**config.mk**
```make
export PLATFORM = sky130hd
export DESIGN_NAME = lcim_top
export DESIGN_NICKNAME = d
export VERILOG_FILES = /design/src/lcim_pkg.sv /design/src/lcim_top.sv
export SDC_FILE = /design/constraint.sdc
export NUM_CORES = 1
export LEC_CHECK = 0
export BUFFER_PORTS_ARGS = -buffer_cell sky130_fd_sc_hd__buf_2
export CAP_MARGIN = 40
export CORE_ASPECT_RATIO = 1.25
export CORE_MARGIN = 4
export CORE_UTILIZATION = 25
export DETAILED_ROUTE_END_ITERATION = 6
export GPL_TIMING_DRIVEN = 0
export PLACE_DENSITY = 0.38
export SYNTH_ARGS = -nofsm -noshare
export SYNTH_HDL_FRONTEND = slang
export SYNTH_SLANG_ARGS = --single-unit
```
**constraint.sdc**
```tcl
create_clock -name sys_clk -period 2 [get_ports sys_clk]
set_clock_uncertainty 0.05 [all_clocks]
set_input_delay 0.1 -clock sys_clk [delete_from_list [all_inputs] [get_ports sys_clk]]
set_output_delay 0.1 -clock sys_clk [all_outputs]
set_load 0.01 [all_outputs]
```
**src/lcim_pkg.sv**
```systemverilog
// constants for the link control and interrupt mask block
package lcim_pkg;

  // ---------------------------------------------------------------
  // register addresses and widths
  // ---------------------------------------------------------------
  localparam int          REG_AW         = 5;
  localparam int          REG_DW         = 16;
  localparam logic [4:0]  ADDR_LINK_CTRL = 5'h17;
  localparam logic [4:0]  ADDR_IRQ_MASK  = 5'h18;
  localparam logic [4:0]  ADDR_IRQ_STAT  = 5'h19;

  // ---------------------------------------------------------------
  // reset values and field positions
  // ---------------------------------------------------------------
  localparam logic [15:0] LINK_CTRL_RST  = 16'h3048;
  localparam logic [15:0] IRQ_MASK_RST   = 16'h0000;
  localparam logic [15:0] LINK_CTRL_WMSK = 16'h3FFF;
  localparam int          LINK_EN_BIT    = 13;
  localparam int          RETRY_LSB      = 10;
  localparam int          RETRY_W        = 3;
  localparam int          PIN_EN_BIT     = 0;
  localparam int          EVT_LSB        = 1;
  localparam int          EVT_MSB        = 10;
  localparam int          NUM_EVT        = 10;

  // ---------------------------------------------------------------
  // link bring-up states
  // ---------------------------------------------------------------
  typedef enum logic [2:0] {
    ST_STANDBY = 3'h1,
    ST_ATTEMPT = 3'h2,
    ST_LOWER   = 3'h4
  } lcim_link_e;

endpackage : lcim_pkg

```
**src/lcim_top.sv**
```systemverilog
// link control, retry count and interrupt mask registers of the phy
`timescale 1ns/1ps
`default_nettype none

module lcim_top
  import lcim_pkg::*;
(
  // clock and reset
  input  wire logic                 sys_clk,
  input  wire logic                 rst_n,
  // management register port
  input  wire logic [REG_AW-1:0]    reg_addr,
  input  wire logic                 reg_wr_en,
  input  wire logic [REG_DW-1:0]    reg_wdata,
  input  wire logic                 reg_rd_en,
  output logic      [REG_DW-1:0]    reg_rdata,
  output logic                      reg_rd_valid,
  // line-side link engine
  input  wire logic                 downspeed_enable,
  input  wire logic                 attempt_fail,
  input  wire logic                 link_up,
  output logic                      link_standby,
  output logic                      advertise_lower,
  // interrupt sources, bit n is status bit n
  input  wire logic [EVT_MSB:EVT_LSB] event_in,
  // interrupt pin
  output logic                      int_n
);

  // ---------------------------------------------------------------
  // registers
  // ---------------------------------------------------------------
  logic [REG_DW-1:0]      ctrl_q;
  logic [REG_DW-1:0]      mask_q;
  logic [EVT_MSB:EVT_LSB] stat_q;
  logic [EVT_MSB:EVT_LSB] stat_d;
  logic                   pend_q;
  logic                   pend_d;
  logic                   stat_rd;
  logic [RETRY_W-1:0]     retry_cnt;
  logic [RETRY_W-1:0]     fail_q;
  lcim_link_e             link_q;

  assign stat_rd   = reg_rd_en && (reg_addr == ADDR_IRQ_STAT);
  assign retry_cnt = ctrl_q[RETRY_LSB +: RETRY_W];

  // ---------------------------------------------------------------
  // register writes
  // ---------------------------------------------------------------
  always_ff @(posedge sys_clk) begin
    if (!rst_n) begin
      ctrl_q <= LINK_CTRL_RST;
    end else if (reg_wr_en && reg_addr == ADDR_LINK_CTRL) begin
      ctrl_q <= reg_wdata & LINK_CTRL_WMSK;
    end
  end

  always_ff @(posedge sys_clk) begin
    if (!rst_n) begin
      mask_q <= IRQ_MASK_RST;
    end else if (reg_wr_en && reg_addr == ADDR_IRQ_MASK) begin
      mask_q <= reg_wdata;
    end
  end

  // ---------------------------------------------------------------
  // read port, data one cycle after the strobe
  // ---------------------------------------------------------------
  always_ff @(posedge sys_clk) begin
    if (!rst_n) begin
      reg_rdata    <= 16'h0000;
      reg_rd_valid <= 1'b0;
    end else begin
      reg_rd_valid <= reg_rd_en;
      if (reg_rd_en) begin
        case (reg_addr)
          ADDR_LINK_CTRL: reg_rdata <= ctrl_q;
          ADDR_IRQ_MASK:  reg_rdata <= mask_q;
          ADDR_IRQ_STAT:  reg_rdata <= {5'h00, stat_q, pend_q};
          default:        reg_rdata <= 16'h0000;
        endcase
      end
    end
  end

  // ---------------------------------------------------------------
  // interrupt status and pin
  // ---------------------------------------------------------------
  // new events win over the clearing read
  assign stat_d = (stat_rd ? '0 : stat_q) | event_in;
  assign pend_d = |(stat_d & mask_q[EVT_MSB:EVT_LSB]);

  always_ff @(posedge sys_clk) begin
    if (!rst_n) begin
      stat_q <= '0;
      pend_q <= 1'b0;
    end else begin
      stat_q <= stat_d;
      pend_q <= pend_d;
    end
  end

  always_ff @(posedge sys_clk) begin
    if (!rst_n) begin
      int_n <= 1'b1;
    end else begin
      int_n <= !(mask_q[PIN_EN_BIT] && pend_d);
    end
  end

  // ---------------------------------------------------------------
  // link bring-up and downspeed
  // ---------------------------------------------------------------
  always_ff @(posedge sys_clk) begin
    if (!rst_n) begin
      link_q <= ST_STANDBY;
      fail_q <= '0;
    end else begin
      case (link_q)
        ST_STANDBY: begin
          fail_q <= '0;
          if (ctrl_q[LINK_EN_BIT]) begin
            link_q <= ST_ATTEMPT;
          end
        end
        ST_ATTEMPT: begin
          if (!ctrl_q[LINK_EN_BIT]) begin
            link_q <= ST_STANDBY;
          end else if (link_up) begin
            fail_q <= '0;
          end else if (attempt_fail) begin
            if (downspeed_enable && fail_q >= retry_cnt) begin
              link_q <= ST_LOWER;
            end else if (fail_q != '1) begin
              fail_q <= fail_q + 3'h1;
            end
          end
        end
        ST_LOWER: begin
          fail_q <= '0;
          if (!ctrl_q[LINK_EN_BIT]) begin
            link_q <= ST_STANDBY;
          end else if (!downspeed_enable) begin
            link_q <= ST_ATTEMPT;
          end
        end
        default: link_q <= ST_STANDBY;
      endcase
    end
  end

  assign link_standby    = (link_q == ST_STANDBY);
  assign advertise_lower = (link_q == ST_LOWER) && downspeed_enable;

  genvar gi;
  for (gi = EVT_LSB; gi <= EVT_MSB; gi++) begin : g_evt

  end
endmodule : lcim_top

`default_nettype wire

```
==> results.py <==
metrics = {
    "run_status": {
        "outcome": "finished clean",
    },
    "synth": {
        "ys_seq_area_frac": 0.426,
        "syn_area_per_cell_um2": 8.89,
        "yosysTopAreaCell": "dfxtp_1",
        "synth_commonest_cells": "dfxtp_1, nand2_1, nand3_1",
        "syn-num-nets": 387,
        "netlist_area_mm2": 0.00306,
        "yosys-top-cells-area": "dfxtp_1, nand2_1, a21boi_0, nand3_1, o211a_1",
        "ys.flop_type": "dfxtp_1",
        "yosysTopAreaCellShare": 0.426,
        "yosysMostFrequentCell": "dfxtp_1",
        "synth_edf_count": 0,
        "synth_seq_cells": 65,
        "ys_warn_count": 0,
        "ys_types": 40,
        "synthCells": 344,
        "async_reset_ff_frac": 0,
    },
    "worst_setup_path": {
        "crit_path_start_kind": "register",
        "crit_arrival_ns": 2.06,
        "r2r_cells": 7,
        "reg2reg_slack_ns": 0.14,
        "cp_max_fo": 3,
        "path_cells": "inv_1 > ha_1 > nand2b_1 > a21o_1 > a21oi_1 > or4b_1 > a211oi_2",
        "slowest_delay_ns": 0.53,
        "worstPathRequired_ns": 2.20,
        "crit_type": "register to register",
        "cp-end-kind": "register",
        "cp_slowest_cell": "or4b_1",
    },
    "power_and_ir_drop": {
        "p_seq_frac": 0.440,
        "power_frac_clock": 0.451,
        "p_comb_frac": 0.109,
        "irDropWorstVdd_mv": 0.289,
        "leakagePower_uw": 0.00174,
        "intPower_uw": 2360,
        "pwr_density_cell_mw_per_mm2": 787,
        "p_sw_frac": 0.247,
        "power.net_switching_uw": 772,
    },
    "global_route": {
        "grt_usage": 0.141,
        "grt_max_degree": 11,
        "antenna_found_initial": 0,
        "grt_overflow": 0,
        "grt_pass1_wl_um": 15300,
        "first_global_vias": 2787,
    },
    "sta": {
        "fin_crit_sh": 0.932,
        "fin_crit_ns": 1.86,
        "finalSetupViolCount": 0,
        "tightestPinTransition_ns": 0.654,
        "setup_ws_ns": 0.135,
        "finalHoldViolCount": 0,
        "fin_tns_setup_ns": 0,
        "drv_slew": 0,
        "max_freq_mhz": 536,
        "relSlewSlack": 0.564,
        "rsz0062_at_grt": "false",
    },
    "min_path": {
        "min_delay_path_depth": 3,
        "hold_class": "input pin to register",
    },
    "final_layout": {
        "final_area_mm2": 0.00398,
        "drive_gt1_frac": 0.231,
        "fin_util": 0.338,
        "area_growth_pct": 30.1,
        "fin_nets": 471,
        "antenna_cells": 0,
    },
    "route": {
        "ant_nets": 0,
        "top_layer": "met4",
        "dr_wl_met2_um": 4470,
        "dr_total_vias": 2675,
        "first_iter_violations": 97,
        "via_per_inst": 4.51,
        "drtPass1Iterations": 4,
        "avgRoutedWirePerCell_um": 16.0,
        "wl_met1_um": 4660,
        "finalWirelength_um": 9480,
        "wl_met3_um": 278,
        "drcViolationCount": 0,
    },
    "die": {
        "dieArea_mm2": 0.0141,
        "ios": 58,
        "initial_utilization": 0.259,
        "die_w_um": 107,
        "num_rows": 44,
        "die_y_um": 132,
        "core_area_mm2": 0.0118,
    },
    "place": {
        "port_buffers": 55,
        "hpwl_um": 7130,
        "pre_cts_slack_ns": 0.154,
        "placed_area_mm2": 0.00353,
        "place_congestion": 0.772,
    },
    "clock_tree": {
        "cts_setup_buffers": 0,
        "ctsHoldBuffers": 17,
        "clock-sinks": 65,
        "cts.root.buffer_cell": "clkbuf_16",
        "ctsLongestPathBuffers": 2,
        "postCtsResizedCells": 0,
        "htree_num_levels": 3,
        "cts_buffers": 9,
        "clk-insertion-delay-late_ns": 0.33,
        "cts.clk_slew.worst_paths_ns": 0.06,
        "cts_tree": "built",
    },
    "run": {
        "maxCapViolCount": 0,
    },
}
## per-layer routing
metal,vias up,track usage
li1,1389,-
met1,1234,0.189
met2,48,0.222
met3,4,0.0324
met4,0,0.0448
met5,-,0
## per-stage QoR
stage                     hold slack [ns]  power, µW  cells
after floorplan                     0.189       1580    344
after global placement              0.305       1720    560
after detailed placement            0.305       1720    560
after CTS                        0.000317       3180    592
after global routing               0.0105       3290    593
final                             0.00820       3130    593
## flip-flops by register name, summed over array words and instances (netlist names)
signal and cells:
mask_q 16, reg_rdata 16, ctrl_q 14, stat_q 10, fail_q 3, link_q 3
int_n 1, pend_q 1, reg_rd_valid 1
## final cells by class
type	count	area [µm²]
fill	1296	7800
inverter	8	30.0
tap	161	201
clock inverter	4	20.0
sequential	65	1300
multi-input combinational	245	1580
clock buffer	11	243
timing repair buffer	73	455
buffer	26	150
## cells by family after synthesis
logic type,synth area share
and+or+nand+nor,0.214
AOI/OAI and AO/OA,0.228
DFF,0.426
buffers and inverters,0.0589
muxes,0.0503
adders and majority gates,0.0205
xor gates and xnor gates,0.00287
## power groups by stage
stage / combinational, µW / clock, µW / sequential [µW]
final: 341 / 1410 / 1380
after global routing: 380 / 1520 / 1380
after CTS: 347 / 1460 / 1380
after detailed placement: 319 / 0 / 1400
after global placement: 316 / 0 / 1400
after floorplan: 183 / 0 / 1400
## placed cells by master, fill, tap and decap left out, types with 6 or more instances in the layout
| cell | n |
|---|---|
| nand2_1 | 57 |
| nand3_1 | 37 |
| dlygate4sd3_1 | 18 |
| o211a_1 | 14 |
| a21boi_0 | 28 |
| nor2_1 | 6 |
| mux2_2 | 11 |
| o21ai_0 | 6 |
| inv_1 | 8 |
| dfxtp_1 | 65 |
| buf_2 | 61 |
| a22oi_1 | 18 |
| clkbuf_16 | 9 |
| clkbuf_1 | 12 |
| nor2b_1 | 10 |
| a21oi_1 | 15 |
## worst paths after layout
| check | start | endpoint |
|---|---|---|
| setup / recovery | fail_q[0]$_SDFFE_PN0P_ | link_q[2]$_SDFFE_PN0P_ |
| hold / removal | reg_wdata[10] | ctrl_q[10]$_SDFFE_PN0P_ |
| setup reg to reg | fail_q[0]$_SDFFE_PN0P_ | link_q[2]$_SDFFE_PN0P_ |
| hold reg to reg | mask_q[0]$_SDFFE_PN0P_ | int_n$_SDFF_PN1_ |
## critical path, delay by kind of cell, from the launching register on
family	cells	cell delay, ns
AOI/OAI and AO/OA	3	0.44
buffers and inverters	1	0.07
DFF	1	0.35
and+or+nand+nor	2	0.62
adders and majority gates	1	0.26
Power figures use the tool's default switching activity.
